File: config.mk
export PLATFORM = sky130hd
export DESIGN_NAME = uefa_top
export DESIGN_NICKNAME = d
export VERILOG_FILES = /design/src/hw/uefa_pkg.sv /design/src/hw/uefa_fifo.sv /design/src/hw/uefa_irq.sv /design/src/hw/uefa_top.sv
export SDC_FILE = /design/constraint.sdc
export NUM_CORES = 1
export LEC_CHECK = 0
export ABC_AREA = 1
export BUFFER_PORTS_ARGS = -buffer_cell sky130_fd_sc_hd__buf_2
export CORE_MARGIN = 3
export CORE_UTILIZATION = 35
export CTS_BUF_LIST = sky130_fd_sc_hd__clkbuf_16
export CTS_CLUSTER_SIZE = 20
export DETAILED_ROUTE_END_ITERATION = 7
export SLEW_MARGIN = 20
export SYNTH_ARGS = -nofsm -noshare
export SYNTH_HDL_FRONTEND = slang
export SYNTH_SLANG_ARGS = --single-unit
File: constraint.sdc
create_clock -name pclk -period 4.3 [get_ports pclk]
set_clock_uncertainty 0.15 [all_clocks]
set_input_delay 0.86 -clock pclk [delete_from_list [all_inputs] [get_ports pclk]]
set_output_delay 0.86 -clock pclk [all_outputs]
set_load 0.01 [all_outputs]
File: src/hw/uefa_pkg.sv
// Shared constants for the endpoint FIFO access block
`default_nettype none

package uefa_pkg;

  // ----------------------------------------------------------------------
  // Register indices (byte address is four times the index)
  // ----------------------------------------------------------------------
  localparam logic [7:0]  CMD_IDX      = 8'h46;  // Command and status
  localparam logic [7:0]  CTRL_IDX     = 8'h48;  // Control endpoint data
  localparam logic [7:0]  INTR_IDX     = 8'h49;  // Interrupt endpoint data
  localparam logic [7:0]  IRQ_ST_IDX   = 8'h4A;  // Sticky event status
  localparam logic [7:0]  IRQ_MASK_IDX = 8'h4B;  // Event mask
  localparam int          ADDR_W       = 12;     // APB address width

  // ----------------------------------------------------------------------
  // Command and status field positions
  // ----------------------------------------------------------------------
  localparam int B_REQ   = 0;  // Request access
  localparam int B_TX    = 1;  // Direction, 1 = core writes
  localparam int B_CLR   = 2;  // Clear selected FIFO
  localparam int B_SEL_L = 3;  // Endpoint select low
  localparam int B_SEL_H = 4;  // Endpoint select high
  localparam int B_SETUP = 5;  // Setup packet flag
  localparam int B_READY = 6;  // Ready, read only
  localparam int B_ZLEN  = 7;  // Zero-length flag

  // ----------------------------------------------------------------------
  // Select codes, sizes, reset values
  // ----------------------------------------------------------------------
  localparam logic [1:0] SEL_CTRL   = 2'h0;  // Control endpoint FIFO
  localparam logic [1:0] SEL_INTR   = 2'h1;  // Interrupt endpoint FIFO
  localparam int         DATA_W     = 8;     // FIFO entry width
  localparam int         FIFO_DEPTH = 8;     // Entries per FIFO
  localparam int         CNT_W      = 4;     // Width of fill count
  localparam int         NUM_EP     = 2;     // Endpoint FIFOs
  localparam logic [7:0] CMD_RESET  = 8'h00; // Command reset value

  // ----------------------------------------------------------------------
  // Interrupt event bits
  // ----------------------------------------------------------------------
  localparam int         IRQ_W     = 3;     // Number of events
  localparam int         EV_DONE   = 0;     // Host finished a pipe
  localparam int         EV_SETUP  = 1;     // Setup packet received
  localparam int         EV_ZLEN   = 2;     // Empty packet received
  localparam logic [2:0] IRQ_RESET = 3'h0;  // Status and mask reset

endpackage

`default_nettype wire

File: src/hw/uefa_fifo.sv
// Byte FIFO with flush, one push port and one pop port
`timescale 1ns/1ps
`default_nettype none

module uefa_fifo #(
  parameter int DATA_W = 8,
  parameter int DEPTH  = 8,
  parameter int CNT_W  = 4
) (
  input  wire logic              pclk,
  input  wire logic              presetn,
  input  wire logic              flush,
  input  wire logic              push,
  input  wire logic [DATA_W-1:0] push_data,
  input  wire logic              pop,
  output logic      [DATA_W-1:0] head,
  output logic      [CNT_W-1:0]  count,
  output logic                   full,
  output logic                   empty
);

  localparam int PW = $clog2(DEPTH);  // Pointer width

  // ----------------------------------------------------------------------
  // Storage and pointers
  // ----------------------------------------------------------------------
  logic [DATA_W-1:0] mem_q [DEPTH];  // Entries in flip-flops
  logic [DATA_W-1:0] mem_d [DEPTH];  // Next entries
  logic [PW-1:0]     wr_q, wr_d;     // Write pointer
  logic [PW-1:0]     rd_q, rd_d;     // Read pointer
  logic [CNT_W-1:0]  cnt_q, cnt_d;   // Fill count
  logic              do_push;        // Push that fits
  logic              do_pop;         // Pop that has data

  assign full  = (cnt_q == CNT_W'(DEPTH));
  assign empty = (cnt_q == '0);
  assign head  = mem_q[rd_q];
  assign count = cnt_q;

  // Next state; flush beats any push or pop in the same cycle
  always_comb
  begin
    do_push = push && !full;
    do_pop  = pop && !empty;
    mem_d   = mem_q;
    wr_d    = wr_q;
    rd_d    = rd_q;
    cnt_d   = cnt_q;
    if (flush)
    begin
      wr_d  = '0;
      rd_d  = '0;
      cnt_d = '0;
    end
    else
    begin
      if (do_push)
      begin
        mem_d[wr_q] = push_data;
        wr_d        = wr_q + PW'(1);
      end
      if (do_pop)
        rd_d = rd_q + PW'(1);
      // Count moves only when one side acts alone
      if (do_push && !do_pop)
        cnt_d = cnt_q + CNT_W'(1);
      else if (do_pop && !do_push)
        cnt_d = cnt_q - CNT_W'(1);
    end
  end

  // Register stage
  always_ff @(posedge pclk or negedge presetn)
  begin
    if (!presetn)
    begin
      for (int i = 0; i < DEPTH; i++)
        mem_q[i] <= '0;
      wr_q  <= '0;
      rd_q  <= '0;
      cnt_q <= '0;
    end
    else
    begin
      mem_q <= mem_d;
      wr_q  <= wr_d;
      rd_q  <= rd_d;
      cnt_q <= cnt_d;
    end
  end

  // Packet can never exceed the FIFO depth
  a_depth_bound: assert property (
    @(posedge pclk) disable iff (!presetn) cnt_q <= CNT_W'(DEPTH))
    else $error("FIFO count above depth");

endmodule // uefa_fifo

`default_nettype wire

File: src/hw/uefa_irq.sv
// Sticky event status, mask and level interrupt
`timescale 1ns/1ps
`default_nettype none

module uefa_irq #(
  parameter int W = 3
) (
  input  wire logic         pclk,
  input  wire logic         presetn,
  input  wire logic [W-1:0] events,
  input  wire logic         wr_status,
  input  wire logic         wr_mask,
  input  wire logic [W-1:0] wdata,
  output logic      [W-1:0] status,
  output logic      [W-1:0] mask,
  output logic              irq
);

  // ----------------------------------------------------------------------
  // State
  // ----------------------------------------------------------------------
  logic [W-1:0] st_q, st_d;    // Sticky status
  logic [W-1:0] mk_q, mk_d;    // Mask, 1 = enabled
  logic         irq_q, irq_d;  // Registered interrupt

  assign status = st_q;
  assign mask   = mk_q;
  assign irq    = irq_q;

  // Write-one clears, but a new event in the same cycle survives
  always_comb
  begin
    st_d = st_q;
    mk_d = mk_q;
    if (wr_status)
      st_d = st_q & ~wdata;
    st_d = st_d | events;
    if (wr_mask)
      mk_d = wdata;
    irq_d = |(st_q & mk_q);
  end

  // Register stage
  always_ff @(posedge pclk or negedge presetn)
  begin
    if (!presetn)
    begin
      st_q  <= uefa_pkg::IRQ_RESET;
      mk_q  <= uefa_pkg::IRQ_RESET;
      irq_q <= 1'b0;
    end
    else
    begin
      st_q  <= st_d;
      mk_q  <= mk_d;
      irq_q <= irq_d;
    end
  end

endmodule // uefa_irq

`default_nettype wire

File: src/hw/uefa_top.sv
// Endpoint FIFO access block: APB registers, two FIFOs, engine side
`timescale 1ns/1ps
`default_nettype none

module uefa_top (
  input  wire logic        pclk,
  input  wire logic        presetn,
  input  wire logic        psel,
  input  wire logic        penable,
  input  wire logic        pwrite,
  input  wire logic [11:0] paddr,
  input  wire logic [31:0] pwdata,
  output logic      [31:0] prdata,
  output logic             pready,
  output logic             pslverr,
  input  wire logic [1:0]  eng_busy,
  input  wire logic        eng_push,
  input  wire logic        eng_push_sel,
  input  wire logic [7:0]  eng_push_data,
  input  wire logic        eng_pop,
  input  wire logic        eng_pop_sel,
  output logic      [7:0]  eng_pop_data,
  input  wire logic        eng_setup,
  input  wire logic        eng_zero_len,
  input  wire logic        eng_zero_len_sel,
  input  wire logic        eng_done,
  input  wire logic        eng_done_pipe,
  output logic             active_endpoint_number,
  output logic             usb_irq
);

  localparam int DW = uefa_pkg::DATA_W;  // Entry width
  localparam int CW = uefa_pkg::CNT_W;   // Count width
  localparam int NE = uefa_pkg::NUM_EP;  // Endpoints

  // ----------------------------------------------------------------------
  // Address decode helper
  // ----------------------------------------------------------------------
  function automatic logic [11:0] byte_addr(input logic [7:0] idx);
    byte_addr = {2'b00, idx, 2'b00};
  endfunction

  // ----------------------------------------------------------------------
  // Declarations
  // ----------------------------------------------------------------------
  logic          req_q, req_d;          // Request bit
  logic          tx_q, tx_d;            // Direction bit
  logic          clr_q, clr_d;          // Clear bit as written
  logic [1:0]    sel_q, sel_d;          // Endpoint select
  logic          setup_q, setup_d;      // Setup packet flag
  logic          zlf_q, zlf_d;          // Zero-length flag
  logic          zpipe_q, zpipe_d;      // FIFO the empty packet hit
  logic          pready_q, pready_d;    // APB ready
  logic          pslverr_q, pslverr_d;  // APB error
  logic [31:0]   prdata_q, prdata_d;    // APB read data
  logic [7:0]    epop_q, epop_d;        // Engine pop data
  logic          act_q, act_d;          // Active pipe number
  logic          wr_ev, rd_ev;          // Completing APB access
  logic          hit_cmd, hit_st;       // Register hits
  logic          hit_mask, mapped;      // More hits, any hit
  logic [NE-1:0] hit_data;              // Data port hits
  logic [NE-1:0] granted;               // Core may use FIFO
  logic [NE-1:0] core_push, core_pop;   // Core data moves
  logic [NE-1:0] push, pop, flush;      // FIFO controls
  logic [DW-1:0] push_data [NE];        // FIFO write data
  logic [DW-1:0] head      [NE];        // FIFO heads
  logic [CW-1:0] count     [NE];        // FIFO fill counts
  logic [NE-1:0] full, empty;           // FIFO flags
  logic          fifo_ready;            // Ready bit value
  logic [7:0]    cmd_rd;                // Command readback
  logic [2:0]    irq_st, irq_mk;        // Interrupt registers
  logic [2:0]    irq_ev;                // Interrupt events
  logic          irq_o;                 // Interrupt from unit

  // ----------------------------------------------------------------------
  // APB decode
  // ----------------------------------------------------------------------
  // Side effects happen only at the edge that completes the access
  assign wr_ev    = psel && penable && pready_q && pwrite;
  assign rd_ev    = psel && penable && pready_q && !pwrite;
  assign hit_cmd  = (paddr == byte_addr(uefa_pkg::CMD_IDX));
  assign hit_st   = (paddr == byte_addr(uefa_pkg::IRQ_ST_IDX));
  assign hit_mask = (paddr == byte_addr(uefa_pkg::IRQ_MASK_IDX));
  assign hit_data[0] = (paddr == byte_addr(uefa_pkg::CTRL_IDX));
  assign hit_data[1] = (paddr == byte_addr(uefa_pkg::INTR_IDX));
  assign mapped   = hit_cmd || hit_st || hit_mask || (|hit_data);

  // ----------------------------------------------------------------------
  // Access grant and ready
  // ----------------------------------------------------------------------
  // Codes 1x select nothing, so no FIFO is ever granted for them
  always_comb
  begin
    for (int i = 0; i < NE; i++)
    begin
      granted[i] = req_q && !sel_q[1] && (sel_q[0] == i[0])
                   && !eng_busy[i];
      core_push[i] = wr_ev && hit_data[i] && granted[i]
                     && tx_q && !full[i];
      core_pop[i]  = rd_ev && hit_data[i] && granted[i]
                     && !tx_q && !empty[i];
    end
    // Write needs room, read needs data
    fifo_ready = granted[sel_q[0]] &&
                 (tx_q ? !full[sel_q[0]] : !empty[sel_q[0]]);
  end

  // ----------------------------------------------------------------------
  // FIFO ownership: the engine owns a FIFO while its pipe is busy
  // ----------------------------------------------------------------------
  always_comb
  begin
    for (int i = 0; i < NE; i++)
    begin
      if (eng_busy[i])
      begin
        push[i]      = eng_push && (eng_push_sel == i[0]);
        pop[i]       = eng_pop && (eng_pop_sel == i[0]);
        push_data[i] = eng_push_data;
      end
      else
      begin
        push[i]      = core_push[i];
        pop[i]       = core_pop[i];
        push_data[i] = pwdata[DW-1:0];
      end
      // Clear acts on the FIFO named in the same write
      flush[i] = wr_ev && hit_cmd && pwdata[uefa_pkg::B_CLR]
                 && (pwdata[uefa_pkg::B_SEL_H:uefa_pkg::B_SEL_L]
                     == {1'b0, i[0]});
    end
  end

  // Two endpoint FIFOs, depth bounds each packet
  generate
    for (genvar g = 0; g < NE; g++)
    begin : g_fifo
      uefa_fifo #(
        .DATA_W (DW),
        .DEPTH  (uefa_pkg::FIFO_DEPTH),
        .CNT_W  (CW)
      ) u_fifo (
        .pclk      (pclk),
        .presetn   (presetn),
        .flush     (flush[g]),
        .push      (push[g]),
        .push_data (push_data[g]),
        .pop       (pop[g]),
        .head      (head[g]),
        .count     (count[g]),
        .full      (full[g]),
        .empty     (empty[g])
      );
    end
  endgenerate

  // ----------------------------------------------------------------------
  // Command and status register next state
  // ----------------------------------------------------------------------
  // Clears first, hardware sets last, so a same-cycle event wins
  always_comb
  begin
    req_d   = req_q;
    tx_d    = tx_q;
    clr_d   = clr_q;
    sel_d   = sel_q;
    setup_d = setup_q;
    zlf_d   = zlf_q;
    zpipe_d = zpipe_q;
    if (wr_ev && hit_cmd)
    begin
      req_d   = pwdata[uefa_pkg::B_REQ];
      tx_d    = pwdata[uefa_pkg::B_TX];
      clr_d   = pwdata[uefa_pkg::B_CLR];
      sel_d   = pwdata[uefa_pkg::B_SEL_H:uefa_pkg::B_SEL_L];
      // Firmware may only clear the two flags
      setup_d = setup_q && pwdata[uefa_pkg::B_SETUP];
      zlf_d   = zlf_q && pwdata[uefa_pkg::B_ZLEN];
    end
    if (core_pop[zpipe_q])
      zlf_d = 1'b0;
    if (eng_setup)
    begin
      zlf_d   = 1'b0;
      setup_d = 1'b1;
    end
    if (eng_zero_len)
    begin
      zlf_d   = 1'b1;
      zpipe_d = eng_zero_len_sel;
    end
  end

  // ----------------------------------------------------------------------
  // APB answer and engine outputs next state
  // ----------------------------------------------------------------------
  // One wait state: ready rises in the second access cycle
  always_comb
  begin
    cmd_rd = {zlf_q, fifo_ready, setup_q, sel_q, clr_q, tx_q, req_q};
    pready_d  = psel && penable && !pready_q;
    pslverr_d = pready_d && !mapped;
    prdata_d  = '0;
    if (pready_d && !pwrite)
    begin
      if (hit_cmd)
        prdata_d = {24'h00_0000, cmd_rd};
      else if (hit_st)
        prdata_d = {29'h0000_0000, irq_st};
      else if (hit_mask)
        prdata_d = {29'h0000_0000, irq_mk};
      else
      begin
        // Data port reads zero unless a byte may really be taken
        for (int i = 0; i < NE; i++)
          if (hit_data[i] && granted[i] && !tx_q && !empty[i])
            prdata_d = {24'h00_0000, head[i]};
      end
    end
    epop_d = epop_q;
    if (eng_pop && eng_busy[eng_pop_sel] && !empty[eng_pop_sel])
      epop_d = head[eng_pop_sel];
    act_d = eng_done ? eng_done_pipe : act_q;
  end

  // Register stage
  always_ff @(posedge pclk or negedge presetn)
  begin
    if (!presetn)
    begin
      req_q     <= uefa_pkg::CMD_RESET[uefa_pkg::B_REQ];
      tx_q      <= uefa_pkg::CMD_RESET[uefa_pkg::B_TX];
      clr_q     <= uefa_pkg::CMD_RESET[uefa_pkg::B_CLR];
      sel_q     <= uefa_pkg::SEL_CTRL;
      setup_q   <= uefa_pkg::CMD_RESET[uefa_pkg::B_SETUP];
      zlf_q     <= uefa_pkg::CMD_RESET[uefa_pkg::B_ZLEN];
      zpipe_q   <= 1'b0;
      pready_q  <= 1'b0;
      pslverr_q <= 1'b0;
      prdata_q  <= '0;
      epop_q    <= '0;
      act_q     <= 1'b0;
    end
    else
    begin
      req_q     <= req_d;
      tx_q      <= tx_d;
      clr_q     <= clr_d;
      sel_q     <= sel_d;
      setup_q   <= setup_d;
      zlf_q     <= zlf_d;
      zpipe_q   <= zpipe_d;
      pready_q  <= pready_d;
      pslverr_q <= pslverr_d;
      prdata_q  <= prdata_d;
      epop_q    <= epop_d;
      act_q     <= act_d;
    end
  end

  // ----------------------------------------------------------------------
  // Interrupts
  // ----------------------------------------------------------------------
  assign irq_ev = {eng_zero_len, eng_setup, eng_done};

  uefa_irq #(
    .W (uefa_pkg::IRQ_W)
  ) u_irq (
    .pclk      (pclk),
    .presetn   (presetn),
    .events    (irq_ev),
    .wr_status (wr_ev && hit_st),
    .wr_mask   (wr_ev && hit_mask),
    .wdata     (pwdata[2:0]),
    .status    (irq_st),
    .mask      (irq_mk),
    .irq       (irq_o)
  );

  assign prdata                 = prdata_q;
  assign pready                 = pready_q;
  assign pslverr                = pslverr_q;
  assign eng_pop_data           = epop_q;
  assign active_endpoint_number = act_q;
  assign usb_irq                = irq_o;

  // ----------------------------------------------------------------------
  // Assertions
  // ----------------------------------------------------------------------
  a_ready_needs_req: assert property (
    @(posedge pclk) disable iff (!presetn) !req_q |-> !fifo_ready)
    else $error("Ready without request");

  a_clear_empties: assert property (
    @(posedge pclk) disable iff (!presetn)
    wr_ev && hit_cmd && pwdata[uefa_pkg::B_CLR]
    && pwdata[uefa_pkg::B_SEL_H:uefa_pkg::B_SEL_L] == uefa_pkg::SEL_INTR
    |=> count[1] == '0)
    else $error("Clear left interrupt FIFO filled");

  a_sel_decode: assert property (
    @(posedge pclk) disable iff (!presetn)
    sel_q[1] |-> granted == 2'b00)
    else $error("Illegal select granted a FIFO");

  a_setup_sticky: assert property (
    @(posedge pclk) disable iff (!presetn)
    setup_q && !(wr_ev && hit_cmd) |=> setup_q)
    else $error("Setup flag lost without firmware clear");

  a_setup_sets: assert property (
    @(posedge pclk) disable iff (!presetn) eng_setup |=> setup_q)
    else $error("Setup packet not flagged");

  a_ready_dir: assert property (
    @(posedge pclk) disable iff (!presetn)
    fifo_ready && !tx_q |-> !empty[sel_q[0]])
    else $error("Read ready on empty FIFO");

  a_zlen_sets: assert property (
    @(posedge pclk) disable iff (!presetn) eng_zero_len |=> zlf_q)
    else $error("Empty packet not flagged");

  a_zlen_setup_clr: assert property (
    @(posedge pclk) disable iff (!presetn)
    eng_setup && !eng_zero_len |=> !zlf_q)
    else $error("Setup token left zero-length flag");

  a_busy_denies: assert property (
    @(posedge pclk) disable iff (!presetn)
    eng_busy[sel_q[0]] |-> !fifo_ready)
    else $error("Core granted a pipe in host use");

  a_done_pipe: assert property (
    @(posedge pclk) disable iff (!presetn)
    eng_done |=> act_q == $past(eng_done_pipe))
    else $error("Active pipe number not shown");

  a_done_irq: assert property (
    @(posedge pclk) disable iff (!presetn)
    eng_done && irq_mk[0] && !(wr_ev && hit_mask) |-> ##2 usb_irq)
    else $error("Pipe done raised no interrupt");

  a_noreq_ignored: assert property (
    @(posedge pclk) disable iff (!presetn)
    wr_ev && hit_data[0] && !req_q && !eng_busy[0] |=> $stable(count[0]))
    else $error("Data write taken without request");

  a_pready_wait: assert property (
    @(posedge pclk) disable iff (!presetn)
    psel && penable && !pready_q |=> pready_q ##1 !pready_q)
    else $error("APB answer not one wait state");

  c_core_read: cover property (
    @(posedge pclk) disable iff (!presetn) core_pop[0]);
  c_core_write: cover property (
    @(posedge pclk) disable iff (!presetn) core_push[1]);
  c_clear: cover property (
    @(posedge pclk) disable iff (!presetn) |flush);
  c_done_irq: cover property (
    @(posedge pclk) disable iff (!presetn) eng_done ##2 usb_irq);

endmodule // uefa_top

`default_nettype wire

==> results.json <==
{
  "final_layout_size_suffix_gt1_frac": 0.108,
  "combPwrFrac": 0.373,
  "cp.required_ps": 4470,
  "placed_cell_area_mm2": 0.0105,
  "grt_max_degree": 104,
  "design_area_mm2": 0.0110,
  "start_util": 0.357,
  "detail_route.wl_per_cell_um": 17.1,
  "max_freq_ghz": 0.297,
  "rsz0062_at_grt": "no",
  "ys.flop_type": "dfrtp_1",
  "die_area_mm2": 0.0306,
  "final.period_utilization": 0.784,
  "power_density_mw_per_mm2": 612,
  "grt_pass1_wl_um": 47600,
  "final_max_slew_viol_count": 0,
  "die_h_um": 175,
  "synth_top_area_cell": "dfrtp_1",
  "synthTopCellsByArea": "dfrtp_1, nand2_1, nand3_1, o21ai_0, nor2_1",
  "period_minus_slack_ps": 3370,
  "synth_edf_count": 0,
  "syn_area_per_cell_um2": 7.71,
  "rows": 61,
  "fin_total_pwr_uw": 6760,
  "hold_ws_ps": 317,
  "ios": 112,
  "synth_area_mm2": 0.0100,
  "hold_buffers": 0,
  "vias": 9069,
  "coreArea_mm2": 0.0280,
  "clk_pin_slew_ps": 70,
  "cts_htree_levels": 4,
  "drc": 0,
  "wl_um": 29700,
  "post_cts_buffers": 0,
  "slew_headroom": 0.296,
  "place_congestion": 0.933,
  "p_leak_uw": 0.00562,
  "syn_inst": 1298,
  "grt_pass1_vias": 8370,
  "cts_resized": 0,
  "r2r_slack_ps": 1150,
  "antenna_found_initial": 2,
  "finalNonFillerCells": 1734,
  "hold_violations": 0,
  "area_growth_pct": 10.4,
  "path_max_fanout": 4,
  "numPortBuffers": 63,
  "ys_seq_area_frac": 0.455,
  "clockBufferDepth": 2,
  "vias_per_cell": 5.23,
  "cap_violations": 0,
  "die_w_um": 175,
  "yosys_warnings": 0,
  "detail-route-antenna-nets": 0,
  "min-delay-path-class": "reg2reg",
  "setup_tns_ps": 0,
  "ys_async_sr_fraction": 1.00,
  "worstMarginPinSlew_ps": 1050,
  "diodes": 0,
  "yosys.cell_count.top_type": "nand2_1",
  "dr.pass1.iters": 8,
  "crit_arrival_ps": 3550,
  "ctsRootBufferMaster": "clkbuf_16",
  "dp_cells": 1702,
  "synth-seq-cells": 182,
  "status": "complete, no violations",
  "synth_top_area_frac": 0.455,
  "ir_worst_vdd_uv": 255,
  "drtIter0Drc": 1034,
  "dp_hpwl_um": 20100,
  "swShare": 0.420,
  "net-switching-power_uw": 2840,
  "end_kind": "flip-flop",
  "synth_common_cells": "nand2_1, dfrtp_1, nor2_1",
  "clkPwrFrac": 0.230,
  "intPower_uw": 3920,
  "clock-sinks": 182,
  "crit_path_start_kind": "primary input",
  "critPathKind": "in2reg",
  "worstSkewPairLatency_ps": 440,
  "cts_buffers": 17,
  "finalSetupViolCount": 0,
  "seqPwrFrac": 0.397,
  "grt_util_all_layers": 0.196,
  "tritoncts": "done",
  "overflow": 0,
  "nets": 1423,
  "ys_types": 43
}
-- stage by stage --
step / util / setup WS [ps]
2_1_floorplan: - / 820
6_report: 0.394 / 928
5_1_grt: 0.394 / 673
3_3_place_gp: 0.374 / 565
4_1_cts: 0.394 / 953
3_5_place_dp: 0.374 / 504
-- placed cells by master (no fill, tap or decap), types with 6 or more instances in the layout --
master / instances
nand2_1: 427
dfrtp_1: 182
nor2_1: 121
o21ai_0: 109
nand3_1: 108
inv_1: 69
nand4_1: 69
buf_2: 62
conb_1: 24
o21ai_1: 19
o22ai_1: 19
o211ai_1: 18
clkbuf_16: 17
buf_4: 16
a21oi_1: 12
ha_1: 10
nor2_2: 8
inv_2: 6
-- cell families (layout without fill, tap and decap cells) --
family,count (synthesis),after routing,share of synthesized area
adder cells (fa/ha/maj),12,12,0.0165
AND/OR/NAND/NOR,758,758,0.336
other,1,24,0.000375
buffers and inverters,156,191,0.0849
flip-flops,182,182,0.455
XOR/XNOR,7,7,0.00613
AO/OA/AOI/OAI,181,181,0.0996
multiplexers,1,1,0.00100
-- worst max-delay path, cell delays in order --
cell and delay, ps:
buf_2 110, inv_1 40, nand2_1 40, nor2_1 200
nand2_1 130, nor2_4 160, nand4_2 100, o21ai_1 320
nand2_1 120, ha_1 240, inv_1 130, ha_1 280
a21oi_1 140, nand2_1 80, o21bai_1 130, a21oi_1 60
or2_2 270, nand3_1 70, inv_1 60
-- layer usage --
metal | vias up | part of all wire | track usage
met1 | 4318 | 0.46 | 0.286
met4 | 4 | 0.030 | 0.0708
met5 | - | 0.00081 | 0
met2 | 347 | 0.44 | 0.289
met3 | 54 | 0.069 | 0.0367
li1 | 4346 | - | -
-- layout make-up --
cell class	instances	area, um^2
Inverter	79	297
Fill cell	2907	17000
Sequential cell	182	4550
Multi-Input combinational cell	983	4690
Tap cell	378	473
Clock buffer	17	425
Timing Repair Buffer	80	464
Clock inverter	15	144
-- registers in the layout (all words and copies together), names as in the netlist --
register / flops
g_fifo.u_fifo.wr_q: 6
u_irq.mask: 3
req_q: 1
zlf_q: 1
tx_q: 1
u_irq.irq: 1
g_fifo.u_fifo.rd_q: 6
pslverr: 1
eng_pop_data: 8
zpipe_q: 1
sel_q: 2
pready: 1
g_fifo.u_fifo.mem_q: 128
prdata: 8
g_fifo.u_fifo.count: 8
active_endpoint_number: 1
clr_q: 1
u_irq.status: 3
setup_q: 1
-- power by group through the flow --
stage / logic (uW) / clock network (uW) / registers (uW)
after floorplan: 1740 / 0 / 2600
after global placement: 2470 / 0 / 2690
after detailed placement: 2510 / 0 / 2700
after CTS: 2510 / 1580 / 2680
after global routing: 2850 / 1660 / 2760
final: 2520 / 1560 / 2680
-- path summary, 6_finish.rpt --
check | from | to | cells after the start
worst min register to register | g_fifo[1].u_fifo.mem_q[11]$_DFFE_PN0P_ | g_fifo[1].u_fifo.mem_q[11]$_DFFE_PN0P_ | 2
worst max register to register | sel_q[1]$_DFFE_PN0P_ | g_fifo[1].u_fifo.count[3]$_DFFE_PN0P_ | 16
worst max-delay path | paddr[9] | g_fifo[1].u_fifo.count[3]$_DFFE_PN0P_ | 19
max in group asynchronous | presetn | g_fifo[0].u_fifo.mem_q[28]$_DFFE_PN0P_ | 2
worst min-delay path | g_fifo[1].u_fifo.mem_q[11]$_DFFE_PN0P_ | g_fifo[1].u_fifo.mem_q[11]$_DFFE_PN0P_ | 2
min in group asynchronous | presetn | g_fifo[1].u_fifo.mem_q[23]$_DFFE_PN0P_ | 1
Power figures use the tool's default switching activity.
